$ cat config.mk
export PLATFORM = sky130hd
export DESIGN_NAME = brownout_reset_sequencer
export DESIGN_NICKNAME = d
export VERILOG_FILES = /design/src/core/brownout_reset_pkg.sv /design/src/core/brownout_reset_sequencer.sv
export SDC_FILE = /design/constraint.sdc
export NUM_CORES = 1
export LEC_CHECK = 0
export BUFFER_PORTS_ARGS = -buffer_cell sky130_fd_sc_hd__buf_2
export CORE_MARGIN = 1
export CORE_UTILIZATION = 50
export CTS_CLUSTER_DIAMETER = 40
export CTS_CLUSTER_SIZE = 28
export DETAILED_ROUTE_END_ITERATION = 8
export PLACE_DENSITY = 0.75
export SYNTH_ARGS = -nofsm -noshare
export SYNTH_HDL_FRONTEND = slang
export SYNTH_SLANG_ARGS = --single-unit
export TNS_END_PERCENT = 100
$ cat constraint.sdc
create_clock -name clk -period 1 [get_ports clk]
set_input_delay 0.3 -clock clk [delete_from_list [all_inputs] [get_ports clk]]
set_output_delay 0.3 -clock clk [all_outputs]
set_load 0.005 [all_outputs]
$ cat src/core/brownout_reset_pkg.sv
// Constants, field layouts and carrier types of the brown-out reset sequencer.
// Assumes a 125 MHz system clock and a 32-bit AXI4-Lite register bus.
package brownout_reset_pkg;

  // ---------------------------------------------------------------------------
  // Bus and register map
  // ---------------------------------------------------------------------------
  localparam int          ADDR_W            = 8;
  localparam int          DATA_W            = 32;
  localparam logic [7:0]  RESET_CONTROL_OFS = 8'h00;
  localparam logic [7:0]  EVENT_STATUS_OFS  = 8'h04;
  localparam logic [7:0]  EVENT_MASK_OFS    = 8'h08;
  localparam logic [7:0]  OSC_CONTROL_OFS   = 8'h0C;
  localparam logic [7:0]  RTC_CAL_OFS       = 8'h10;
  localparam logic [7:0]  NVM_CONTROL_OFS   = 8'h14;
  localparam logic [1:0]  RESP_OKAY         = 2'h0;
  localparam logic [1:0]  RESP_SLVERR       = 2'h2;

  // ---------------------------------------------------------------------------
  // Field positions
  // ---------------------------------------------------------------------------
  localparam int SBOR_BIT      = 13;
  localparam int POR_FLAG_BIT  = 0;
  localparam int BOR_FLAG_BIT  = 1;
  localparam int EV_BOR_BIT    = 0;
  localparam int EV_CLKFAIL_BIT = 1;
  localparam int EV_W          = 2;
  localparam int CF_BIT        = 3;
  localparam int COSC_LSB      = 12;
  localparam int DEEP_SLEEP_BROWNOUT_EN_BIT  = 6;
  localparam int BROWNOUT_THRESHOLD_FIELD_LSB      = 5;
  localparam int BROWNOUT_ENABLE_FIELD_LSB     = 0;
  localparam int SYNC_W        = 4;

  // ---------------------------------------------------------------------------
  // Reset values and codes
  // ---------------------------------------------------------------------------
  localparam logic [15:0] RESET_CONTROL_RST = 16'h2003;
  localparam logic [15:0] RTC_CAL_RST       = 16'h0000;
  localparam logic [15:0] NVM_CONTROL_RST   = 16'h0000;
  localparam logic [EV_W-1:0] EV_RST        = 2'h0;
  localparam logic [1:0]  BROWNOUT_ENABLE_FIELD_OFF         = 2'h0;
  localparam logic [1:0]  BROWNOUT_ENABLE_FIELD_SOFTWARE    = 2'h1;
  localparam logic [2:0]  FRC_OSC_CODE      = 3'h0;

  // ---------------------------------------------------------------------------
  // Timing
  // ---------------------------------------------------------------------------
  localparam int CLK_MHZ             = 125;
  localparam int POWER_UP_DELAY_US   = 64;
  localparam int POWER_UP_DELAY_CYC  = POWER_UP_DELAY_US * CLK_MHZ;
  localparam int POWER_UP_TIMER_CNT_W          = 20;

  typedef enum logic [1:0] {
    ST_POR  = 2'b00,
    ST_BOR  = 2'b01,
    ST_POWER_UP_TIMER = 2'b10,
    ST_RUN  = 2'b11
  } seq_state_t;

  typedef struct packed {
    logic [7:0] power_on_config_word;
    logic [7:0] deep_sleep_config_word;
    logic [2:0] initial_oscillator_select_fuse;
    logic       power_up_timer_en;
    logic       clock_failure_monitor_en;
  } fuses_t;

  typedef struct packed {
    logic por_low;
    logic bor_below;
    logic deep_sleep_brownout;
    logic clock_valid;
  } detectors_t;

endpackage

$ cat src/core/brownout_reset_sequencer.sv
// Reset sequencer: supply detectors, power-up timer, clock gating, register file.
// Assumes raw analog detector levels, static fuses and an AXI4-Lite master.
`timescale 1ns/1ps
module brownout_reset_sequencer
  import brownout_reset_pkg::*;
#(
  parameter int POWER_UP_CYCLES = POWER_UP_DELAY_CYC
) (
  input  wire logic                        clk,
  input  wire logic                        nrst,
  input  wire brownout_reset_pkg::fuses_t  fuses,
  input  wire brownout_reset_pkg::detectors_t det,
  output logic [1:0]                       brownout_threshold_field,
  output logic                             system_reset_line,
  output logic                             cpu_run,
  output logic                             use_fast_rc,
  output logic                             trap_service_routine,
  output logic                             irq,
  input  wire logic [7:0]                  s_axi_awaddr,
  input  wire logic                        s_axi_awvalid,
  output logic                             s_axi_awready,
  input  wire logic [31:0]                 s_axi_wdata,
  input  wire logic [3:0]                  s_axi_wstrb,
  input  wire logic                        s_axi_wvalid,
  output logic                             s_axi_wready,
  output logic [1:0]                       s_axi_bresp,
  output logic                             s_axi_bvalid,
  input  wire logic                        s_axi_bready,
  input  wire logic [7:0]                  s_axi_araddr,
  input  wire logic                        s_axi_arvalid,
  output logic                             s_axi_arready,
  output logic [31:0]                      s_axi_rdata,
  output logic [1:0]                       s_axi_rresp,
  output logic                             s_axi_rvalid,
  input  wire logic                        s_axi_rready
);
  import brownout_reset_pkg::*;

  // ---------------------------------------------------------------------------
  // Detector synchronisers
  // ---------------------------------------------------------------------------
  logic [SYNC_W-1:0] raw_in;
  logic [SYNC_W-1:0] sync1_reg;
  logic [SYNC_W-1:0] sync2_reg;
  assign raw_in = {det.por_low, det.bor_below, det.deep_sleep_brownout, det.clock_valid};

  genvar gi;
  generate
    for (gi = 0; gi < SYNC_W; gi++) begin : g_sync
      always_ff @(posedge clk) begin
        sync1_reg[gi] <= raw_in[gi];
        sync2_reg[gi] <= sync1_reg[gi];
      end
    end
  endgenerate

  logic por_s, bor_s, deep_sleep_brownout_s, clk_ok_s;
  assign {por_s, bor_s, deep_sleep_brownout_s, clk_ok_s} = sync2_reg;

  // ---------------------------------------------------------------------------
  // Configuration decode
  // ---------------------------------------------------------------------------
  logic [1:0] brownout_enable_field;
  logic       sbor_reg;
  logic       bor_enabled;
  logic       deep_sleep_brownout_enabled;
  logic       por_cond_s;
  logic       bor_cond_s;
  logic       async_trip;

  assign brownout_enable_field         = fuses.power_on_config_word[BROWNOUT_ENABLE_FIELD_LSB +: 2];
  assign bor_enabled   = (brownout_enable_field != BROWNOUT_ENABLE_FIELD_OFF) &&
                         ((brownout_enable_field != BROWNOUT_ENABLE_FIELD_SOFTWARE) || sbor_reg);
  assign deep_sleep_brownout_enabled = fuses.deep_sleep_config_word[DEEP_SLEEP_BROWNOUT_EN_BIT];
  assign por_cond_s    = por_s || (deep_sleep_brownout_enabled && deep_sleep_brownout_s);
  assign bor_cond_s    = bor_enabled && bor_s;
  assign async_trip    = det.por_low || (deep_sleep_brownout_enabled && det.deep_sleep_brownout) ||
                         (bor_enabled && det.bor_below);

  always_ff @(posedge clk) begin
    brownout_threshold_field <= fuses.power_on_config_word[BROWNOUT_THRESHOLD_FIELD_LSB +: 2];
  end

  // ---------------------------------------------------------------------------
  // Reset sequencer
  // ---------------------------------------------------------------------------
  seq_state_t             state_reg;
  seq_state_t             state_next;
  logic [POWER_UP_TIMER_CNT_W-1:0]  power_up_timer_cnt_reg;
  logic                   power_up_timer_done;

  assign power_up_timer_done = (power_up_timer_cnt_reg == POWER_UP_TIMER_CNT_W'(POWER_UP_CYCLES - 1));

  always_comb begin
    state_next = state_reg;
    if (por_cond_s) begin
      state_next = ST_POR;
    end else if (bor_cond_s) begin
      state_next = ST_BOR;
    end else begin
      unique case (state_reg)
        ST_POR, ST_BOR: begin
          state_next = fuses.power_up_timer_en ? ST_POWER_UP_TIMER : ST_RUN;
        end
        ST_POWER_UP_TIMER: begin
          if (power_up_timer_done) begin
            state_next = ST_RUN;
          end
        end
        ST_RUN: begin
          state_next = ST_RUN;
        end
      endcase
    end
  end

  always_ff @(posedge clk) begin
    if (!nrst) begin
      state_reg <= ST_POR;
    end else begin
      state_reg <= state_next;
    end
  end

  // The timer is cleared in every state but its own, so a dip restarts it.
  always_ff @(posedge clk) begin
    if (state_reg != ST_POWER_UP_TIMER || state_next != ST_POWER_UP_TIMER) begin
      power_up_timer_cnt_reg <= '0;
    end else begin
      power_up_timer_cnt_reg <= power_up_timer_cnt_reg + POWER_UP_TIMER_CNT_W'(1);
    end
  end

  // Assertion is asynchronous on the raw trip; release is clocked.
  always_ff @(posedge clk or posedge async_trip) begin
    if (async_trip) begin
      system_reset_line <= 1'b1;
    end else if (!nrst) begin
      system_reset_line <= 1'b1;
    end else begin
      system_reset_line <= (state_next != ST_RUN);
    end
  end

  logic in_reset;
  logic por_reset;
  logic bor_entry;
  assign in_reset  = system_reset_line;
  assign por_reset = (state_reg == ST_POR);
  assign bor_entry = (state_reg != ST_BOR) && (state_next == ST_BOR);

  // The oscillator readiness never feeds the sequencer; it gates the CPU and feeds the clock failure monitor.
  always_ff @(posedge clk) begin
    if (!nrst) begin
      cpu_run <= 1'b0;
    end else begin
      cpu_run <= !in_reset && clk_ok_s;
    end
  end

  // ---------------------------------------------------------------------------
  // Clock failure monitor and oscillator control
  // ---------------------------------------------------------------------------
  logic [2:0] cur_osc_reg;
  logic       clk_fail_reg;
  logic       clk_fail_evt;

  assign clk_fail_evt = fuses.clock_failure_monitor_en && !in_reset &&
                        !clk_ok_s && !clk_fail_reg;

  always_ff @(posedge clk) begin
    if (!nrst || in_reset) begin
      cur_osc_reg  <= fuses.initial_oscillator_select_fuse;
      use_fast_rc  <= 1'b0;
      trap_service_routine <= 1'b0;
    end else begin
      trap_service_routine <= clk_fail_evt;
      if (clk_fail_evt) begin
        cur_osc_reg <= FRC_OSC_CODE;
        use_fast_rc <= 1'b1;
      end
    end
  end

  // Clock-fail flag clears whenever the system reset line is high.
  always_ff @(posedge clk) begin
    if (in_reset) begin
      clk_fail_reg <= 1'b0;
    end else if (clk_fail_evt) begin
      clk_fail_reg <= 1'b1;
    end
  end

  // ---------------------------------------------------------------------------
  // AXI4-Lite slave
  // ---------------------------------------------------------------------------
  logic [7:0]  aw_addr_reg;
  logic        aw_have_reg;
  logic [31:0] w_data_reg;
  logic [3:0]  w_strb_reg;
  logic        w_have_reg;
  logic        wr_fire;
  logic [15:0] wmask;

  assign wr_fire = aw_have_reg && w_have_reg && !s_axi_bvalid;
  assign wmask   = {{8{w_strb_reg[1]}}, {8{w_strb_reg[0]}}};

  always_ff @(posedge clk) begin
    if (!nrst) begin
      aw_have_reg   <= 1'b0;
      w_have_reg    <= 1'b0;
      aw_addr_reg   <= '0;
      w_data_reg    <= '0;
      w_strb_reg    <= '0;
      s_axi_awready <= 1'b0;
      s_axi_wready  <= 1'b0;
      s_axi_bvalid  <= 1'b0;
      s_axi_bresp   <= RESP_OKAY;
    end else begin
      s_axi_awready <= !aw_have_reg && !s_axi_awready && s_axi_awvalid;
      s_axi_wready  <= !w_have_reg && !s_axi_wready && s_axi_wvalid;
      if (s_axi_awvalid && s_axi_awready) begin
        aw_have_reg <= 1'b1;
        aw_addr_reg <= s_axi_awaddr;
      end
      if (s_axi_wvalid && s_axi_wready) begin
        w_have_reg <= 1'b1;
        w_data_reg <= s_axi_wdata;
        w_strb_reg <= s_axi_wstrb;
      end
      if (wr_fire) begin
        aw_have_reg  <= 1'b0;
        w_have_reg   <= 1'b0;
        s_axi_bvalid <= 1'b1;
        s_axi_bresp  <= (aw_addr_reg <= NVM_CONTROL_OFS && aw_addr_reg[1:0] == 2'h0) ?
                        RESP_OKAY : RESP_SLVERR;
      end else if (s_axi_bready) begin
        s_axi_bvalid <= 1'b0;
      end
    end
  end

  // ---------------------------------------------------------------------------
  // Registers
  // ---------------------------------------------------------------------------
  logic [15:0]     reset_control_register_reg;
  logic [EV_W-1:0] ev_status_reg;
  logic [EV_W-1:0] ev_mask_reg;
  logic [15:0]     rtc_cal_reg;
  logic [15:0]     nvm_ctl_reg;
  logic [EV_W-1:0] ev_set;

  function automatic logic [15:0] merge(input logic [15:0] old, input logic [15:0] nw,
                                        input logic [15:0] m);
    merge = (old & ~m) | (nw & m);
  endfunction

  assign sbor_reg = reset_control_register_reg[SBOR_BIT];
  assign ev_set   = {clk_fail_evt, bor_entry};

  always_ff @(posedge clk) begin
    if (por_reset) begin
      reset_control_register_reg <= RESET_CONTROL_RST;
    end else begin
      if (bor_entry) begin
        reset_control_register_reg[BOR_FLAG_BIT] <= 1'b1;
      end
      if (wr_fire && aw_addr_reg == RESET_CONTROL_OFS) begin
        reset_control_register_reg[SBOR_BIT] <= wmask[SBOR_BIT] ? w_data_reg[SBOR_BIT]
                                              : reset_control_register_reg[SBOR_BIT];
        if (w_strb_reg[0] && w_data_reg[POR_FLAG_BIT]) begin
          reset_control_register_reg[POR_FLAG_BIT] <= 1'b0;
        end
        if (w_strb_reg[0] && w_data_reg[BOR_FLAG_BIT] && !bor_entry) begin
          reset_control_register_reg[BOR_FLAG_BIT] <= 1'b0;
        end
      end
    end
  end

  // Status bits: hardware set wins over a write-one clear in the same cycle.
  always_ff @(posedge clk) begin
    if (!nrst || in_reset) begin
      ev_status_reg <= EV_RST;
      ev_mask_reg   <= EV_RST;
    end else begin
      if (wr_fire && aw_addr_reg == EVENT_STATUS_OFS && w_strb_reg[0]) begin
        ev_status_reg <= (ev_status_reg & ~w_data_reg[EV_W-1:0]) | ev_set;
      end else begin
        ev_status_reg <= ev_status_reg | ev_set;
      end
      if (wr_fire && aw_addr_reg == EVENT_MASK_OFS && w_strb_reg[0]) begin
        ev_mask_reg <= w_data_reg[EV_W-1:0];
      end
    end
  end

  always_ff @(posedge clk) begin
    if (por_reset) begin
      rtc_cal_reg <= RTC_CAL_RST;
      nvm_ctl_reg <= NVM_CONTROL_RST;
    end else if (wr_fire) begin
      if (aw_addr_reg == RTC_CAL_OFS) begin
        rtc_cal_reg <= merge(rtc_cal_reg, w_data_reg[15:0], wmask);
      end
      if (aw_addr_reg == NVM_CONTROL_OFS) begin
        nvm_ctl_reg <= merge(nvm_ctl_reg, w_data_reg[15:0], wmask);
      end
    end
  end

  always_ff @(posedge clk) begin
    if (!nrst) begin
      irq <= 1'b0;
    end else begin
      irq <= |(ev_status_reg & ev_mask_reg);
    end
  end

  // ---------------------------------------------------------------------------
  // Read channel
  // ---------------------------------------------------------------------------
  logic [15:0] rd_word;
  logic        rd_ok;

  always_comb begin
    rd_word = '0;
    rd_ok   = 1'b1;
    unique case (s_axi_araddr)
      RESET_CONTROL_OFS: begin
        rd_word = reset_control_register_reg;
        rd_word[SBOR_BIT] = (brownout_enable_field == BROWNOUT_ENABLE_FIELD_SOFTWARE) && sbor_reg;
      end
      EVENT_STATUS_OFS: rd_word[EV_W-1:0] = ev_status_reg;
      EVENT_MASK_OFS:   rd_word[EV_W-1:0] = ev_mask_reg;
      OSC_CONTROL_OFS: begin
        rd_word[COSC_LSB +: 3] = cur_osc_reg;
        rd_word[CF_BIT]        = clk_fail_reg;
      end
      RTC_CAL_OFS:      rd_word = rtc_cal_reg;
      NVM_CONTROL_OFS:  rd_word = nvm_ctl_reg;
      default:          rd_ok   = 1'b0;
    endcase
  end

  always_ff @(posedge clk) begin
    if (!nrst) begin
      s_axi_arready <= 1'b0;
      s_axi_rvalid  <= 1'b0;
      s_axi_rdata   <= '0;
      s_axi_rresp   <= RESP_OKAY;
    end else begin
      s_axi_arready <= s_axi_arvalid && !s_axi_arready && !s_axi_rvalid;
      if (s_axi_arvalid && s_axi_arready) begin
        s_axi_rvalid <= 1'b1;
        s_axi_rdata  <= {16'h0000, rd_word};
        s_axi_rresp  <= rd_ok ? RESP_OKAY : RESP_SLVERR;
      end else if (s_axi_rready) begin
        s_axi_rvalid <= 1'b0;
      end
    end
  end

endmodule // brownout_reset_sequencer

==> results of run 1 <==
[synth_stat cells (3+ instances only)]
cell type,n
nand4_1,4
clkbuf_1,29
inv_1,9
nand2b_1,6
nor2_1,21
and2_1,7
nor4_1,3
nor4b_1,3
a21oi_1,70
and3_1,5
nand2_1,58
edfxtp_1,3
a22oi_1,4
buf_4,18
nor2b_1,6
nor3_1,23
dfxtp_1,127
nand3_1,55
buf_2,4
xnor2_1,9
o31ai_1,3
buf_1,4
xor2_1,6
mux2i_1,14
a211oi_2,4
o21ai_0,51
o211ai_1,3
nand3b_1,4
a211oi_1,3
or3_1,6
a2bb2oi_1,10
[logic make-up (layout without fill, tap and decap cells)]
family	count (synthesis)	after routing	share of synthesized area
other cells	1	19	0.000697
xor+xnor	15	15	0.0244
flops	131	131	0.494
fa+ha+maj	1	1	0.00232
mux	14	14	0.0260
buf+inv	64	282	0.0581
simple gates	220	224	0.216
compound gates	162	162	0.178
[report_power, final]
part / internal, uW / switching [uW] / total (uW)
sequential: 5320 / 92.9 / 5410
combinational: 543 / 647 / 1190
clock: 3130 / 2360 / 5490
[per-stage QoR]
step,cells,util
CTS,971,0.816
global route,984,0.885
detailed placement,893,0.673
floorplan,625,-
global placement,893,0.673
finish,984,0.885
[layer usage]
metal,vias to the layer above,global-route usage,routed length (um)
met3,219,0.0792,2650
li1,2607,-,-
met4,2,0.218,2120
met1,3031,0.394,8780
met5,-,0,11
met2,572,0.602,11600
[area by class of cell]
cell class	instances	area share
diodes	1	0.000273
repair buffers	242	0.229
multi-input cells	434	0.396
flip-flops and latches	131	0.298
clock buffers	24	0.0502
inverters	9	0.00368
clock inverters	7	0.00382
well taps	136	0.0185
[worst max path at each step]
| stage | slack [ns] | startpoint | endpoint |
|---|---|---|---|
| after floorplan | -0.71 | s_axi_araddr[1] | s_axi_rdata[15]$_SDFFE_PN0P_ |
| after global placement | -0.84 | s_axi_araddr[1] | s_axi_rdata[4]$_SDFFE_PN0P_ |
| after detailed placement | -0.91 | s_axi_araddr[1] | s_axi_rdata[4]$_SDFFE_PN0P_ |
| after CTS | -0.69 | power_up_timer_cnt_reg[1]$_SDFF_PP0_ | power_up_timer_cnt_reg[16]$_SDFF_PP0_ |
| after global routing | -1.15 | reset_control_register_reg[13]$_SDFFE_PN1P_ | power_up_timer_cnt_reg[16]$_SDFF_PP0_ |
| final | -0.97 | power_up_timer_cnt_reg[7]$_SDFF_PP0_ | power_up_timer_cnt_reg[16]$_SDFF_PP0_ |
[worst register-to-register path, cell delays in order (launching register included)]
cell and delay [ns]:
dfxtp_4 0.37, nor4_1 0.56, nand3_2 0.23, o311ai_4 0.31, buf_6 0.16, buf_12 0.14, a211oi_2 0.06
[repair_timing]
item,CTS,global route
cloned,12,4
buffers inserted,26,12
pin swaps,63,70
resized for setup,172,149
hold endpoints to repair,9,0
endpoints found under the setup margin,121,143
hold buffers,9,0
==> results.ini, run 1 <==
[cts]
path_clk_slew_ns = 0.06
clock_latency_ns = 0.55
clockBufferDepth = 2
numCtsBuffers = 17
htreeDepth = 4
clock-sinks = 131
root_buffer = clkbuf_8
tritoncts = done

[drt]
drt-wirelength-per-cell_um = 25.6
first_pass_iters = 9
wl_mm = 25.2
ant_nets = 0
first_iter_violations = 668
vias = 6431
viasPerCell = 6.54
drc = 1

[place]
place.gp.congestion = 0.813
dp_hpwl_mm = 9.95
io_buffers = 84
pre_cts_slack_ns = -0.907
placed_area_sq_um = 6980

[yosys]
yosys-top-cells-area = dfxtp_1 47%, a21oi_1 6.5%, nand3_1 5.1%
yosys.area.top_type = dfxtp_1
async_flop_share = 0.00763
synthesis.instances = 608
yosysSeqAreaShare = 0.494
synthFlopType = dfxtp_1
syn_avg_cell_area_sq_um = 8.85
synth_edf_count = 3
synth_seq_cells = 131
ys_warn_count = 0
ys_types = 56
yosysTopAreaCellShare = 0.472
syn_area_sq_um = 5380

[floorplan]
io_pins = 132
num_rows = 37
die_h_um = 106
die_x_um = 106
initial_core_util = 0.519
core_area_sq_um = 10400
die_area_sq_um = 11200

[worst_hold_path]
whs_path_depth = 3
min_from = s_axi_awaddr[4]
worstHoldEndpoint = aw_addr_reg[4]$_SDFFE_PN0P_
min_path_type = input pin to flop

[global_routing]
grtUsageTotal = 0.351
grt_overflow = 0
antenna_found_initial = 2
grt_max_degree = 33
grt_pass1_wl_mm = 30.4
grt_pass1_vias = 6063

[setup_path]
rr_endpoint = power_up_timer_cnt_reg[16]$_SDFF_PP0_
cp_slowest_cell = nor4_1
slowest_delay_ns = 0.56
path_class = flop to flop
path_max_fanout = 10
critPathLaunchType = flop
end_kind = flop
cp_num_buf_inv = 2
critPathArrivalTime_ns = 2.38
crit_family = simple AND/OR/NAND/NOR gates
r2r-start = power_up_timer_cnt_reg[7]$_SDFF_PP0_
cp_cell_sequence = nor4_1, nand3_2, o311ai_4, buf_6, buf_12, a211oi_2
required_ns = 1.41
rr_worst_depth = 6
r2r_slack_ns = -0.97
cp_num_cells = 6

[power]
ir_drop_uv = 1360
p_total_uw = 12100
p_leak_uw = 0.00345
powerDensity_nw_per_um2 = 1320

[sta]
post-route-min-period_ns = 1.97
setup_viol = 141
rsz0062_at_grt = true
slew_headroom = 0.587
setup_ws_ns = -0.965
timing.final.crit_share = 1.97
fmax_mhz = 509
finalHoldViolations = 1
slew_viol_final = 0
setup_tns_ns = -63.32
fin_skew_ns = 0.00864
holdWs_ns = -0.000711
worst_slew_pin_slew_ns = 0.614

[finish]
areaGrowthSynthToFinish_pct = 70.5
nFillCells = 416
final_cell_mix = 94 x buf_4, 79 x dfxtp_1, 72 x buf_2, 47 x a21oi_2, 46 x buf_6
drive_above_1_share = 0.616
multiInputGateArea_sq_um = 3640
mostFrequentLayoutCell = buf_4
seq_area_sq_um = 2740
nets = 920
finalInstanceArea_sq_um = 9180

[run]
cap_violations = 0

[outcome]
violations = design-rule violations, negative hold slack, negative setup slack
status = finished, violations left

Power figures use the tool's default switching activity.
==> run 2: changes to the inputs <==
--- a/config.mk
+++ b/config.mk
@@ -7,11 +7,10 @@
 export LEC_CHECK = 0
 export BUFFER_PORTS_ARGS = -buffer_cell sky130_fd_sc_hd__buf_2
 export CORE_MARGIN = 1
-export CORE_UTILIZATION = 50
+export CORE_UTILIZATION = 35
 export CTS_CLUSTER_DIAMETER = 40
 export CTS_CLUSTER_SIZE = 28
 export DETAILED_ROUTE_END_ITERATION = 8
-export PLACE_DENSITY = 0.75
 export SYNTH_ARGS = -nofsm -noshare
 export SYNTH_HDL_FRONTEND = slang
 export SYNTH_SLANG_ARGS = --single-unit
==> constraint.sdc (replaced) <==
create_clock -name clk -period 2.1 [get_ports clk]
set_input_delay 0.63 -clock clk [delete_from_list [all_inputs] [get_ports clk]]
set_output_delay 0.63 -clock clk [all_outputs]
set_load 0.005 [all_outputs]
==> results.ini, run 2 (same netlist as run 1, synthesis figures left out) <==
[sta]
slew_headroom = 0.483
slew_viol_final = 0
fmax_mhz = 500
holdWs_ns = 0.320
timing.final.crit_share = 0.952
rsz0062_at_grt = false
setup_tns_ns = 0
fin_skew_ns = 0.00524
setup_viol = 0
finalHoldViolations = 0
post-route-min-period_ns = 2.00
setup_ws_ns = 0.0999
worst_slew_pin_slew_ns = 0.775

[floorplan]
io_pins = 132
num_rows = 44
core_area_sq_um = 14800
initial_core_util = 0.365
die_x_um = 126
die_h_um = 126
die_area_sq_um = 15900

[outcome]
status = finished clean

[cts]
htreeDepth = 4
numCtsBuffers = 17
clockBufferDepth = 2
tritoncts = done
cts_setup_buffers = 0
clock-sinks = 131
root_buffer = clkbuf_16
clock_latency_ns = 0.42
hold_buffers = 0
path_clk_slew_ns = 0.05
cts_resized = 0

[global_routing]
grt_pass1_wl_mm = 21.8
antenna_found_initial = 0
grt_max_degree = 33
grt_pass1_vias = 4482
grt_overflow = 0
grtUsageTotal = 0.173

[drt]
viasPerCell = 5.13
wl_mm = 13.1
first_pass_iters = 4
ant_nets = 0
first_iter_violations = 259
vias = 4582
drt-wirelength-per-cell_um = 14.7
drc = 0

[run]
cap_violations = 0

[setup_path]
cp_num_buf_inv = 0
critPathLaunchType = flop
critPathArrivalTime_ns = 2.33
required_ns = 2.43
slowest_delay_ns = 0.59
r2r-start = power_up_timer_cnt_reg[0]$_SDFF_PP0_
r2r_slack_ns = 0.1
cp_cell_sequence = ha_1, nand3_1, or4_4, or3_1, a211oi_2
path_max_fanout = 5
rr_endpoint = power_up_timer_cnt_reg[18]$_SDFF_PP0_
cp_slowest_cell = or4_4
crit_family = simple AND/OR/NAND/NOR gates
path_class = flop to flop
rr_worst_depth = 5
cp-startpoint = power_up_timer_cnt_reg[0]$_SDFF_PP0_
end_kind = flop

[power]
ir_drop_uv = 587
powerDensity_nw_per_um2 = 861
p_leak_uw = 0.00242

[worst_hold_path]
whs_path_depth = 1
min_from = fuses[18]
min_path_type = input pin to flop
worstHoldEndpoint = brownout_threshold_field[0]$_DFF_P_

[place]
pre_cts_slack_ns = -0.131
dp_hpwl_mm = 9.55
placed_area_sq_um = 6000
place.gp.congestion = 0.810
io_buffers = 84

[finish]
final_core_utilization = 0.445
diodes = 0
mostFrequentLayoutCell = dfxtp_1
nets = 781
drive_above_1_share = 0.220
final_cell_mix = 127 x dfxtp_1, 84 x buf_2, 70 x a21oi_1, 58 x nand2_1, 55 x nand3_1
finalInstanceArea_sq_um = 6570
areaGrowthSynthToFinish_pct = 22.1

[run 2: cell types whose count changed in the layout (fill, tap and decap cells not counted), moves of 25 or more]
cell,before,now
nand3_2,28,0
buf_4,94,23
o21ai_0,8,51
a21oi_2,47,0
dfxtp_2,41,0
a21oi_1,22,70
buf_6,46,0
o21ai_2,25,0
dfxtp_1,79,127
nand3_1,16,55
[run 2: per-layer routing]
layer / up-vias / part of all wire / GRT usage
met2: 113 / 0.44 / 0.271
met4: 0 / 0.019 / 0.0730
met3: 21 / 0.050 / 0.0391
met5: - / 0 / 0
met1: 2130 / 0.49 / 0.229
li1: 2318 / - / -
[run 2: final cells by class]
type | count | area (sq um)
Fill cell | 1452 | 8180
Sequential cell | 131 | 2660
Multi-Input combinational cell | 430 | 2480
Timing Repair Buffer | 107 | 593
Clock buffer | 22 | 495
Tap cell | 184 | 230
Clock inverter | 10 | 78.8
Inverter | 9 | 33.8
[run 2: worst max-delay path by stage]
stage	endpoint	slack (ns)	cells past startpoint
after global placement	s_axi_rdata[4]$_SDFFE_PN0P_	-0.12	6
after detailed placement	s_axi_rdata[4]$_SDFFE_PN0P_	-0.13	6
after global routing	power_up_timer_cnt_reg[13]$_SDFF_PP0_	0.006	6
after CTS	power_up_timer_cnt_reg[18]$_SDFF_PP0_	0.10	5
after floorplan	s_axi_rdata[10]$_SDFFE_PN0P_	0.04	5
final	power_up_timer_cnt_reg[18]$_SDFF_PP0_	0.1	5
[run 2: worst reg2reg max path, stage by stage, from the launching register on]
cell,delay [ns]
dfxtp_1,0.39
ha_1,0.23
nand3_1,0.12
or4_4,0.59
or3_1,0.39
a211oi_2,0.21
[run 2: per-stage QoR]
step           power (uW)  instances
2_1_floorplan        2790        625
3_3_place_gp         2890        861
3_5_place_dp         2900        861
4_1_cts              5720        893
5_1_grt              5860        893
6_report             5660        893
[run 2: report_power, final]
part	switching [uW]	internal (uW)	total, uW
clock network	1040	1770	2810
registers	35.6	2540	2580
logic	160	108	268
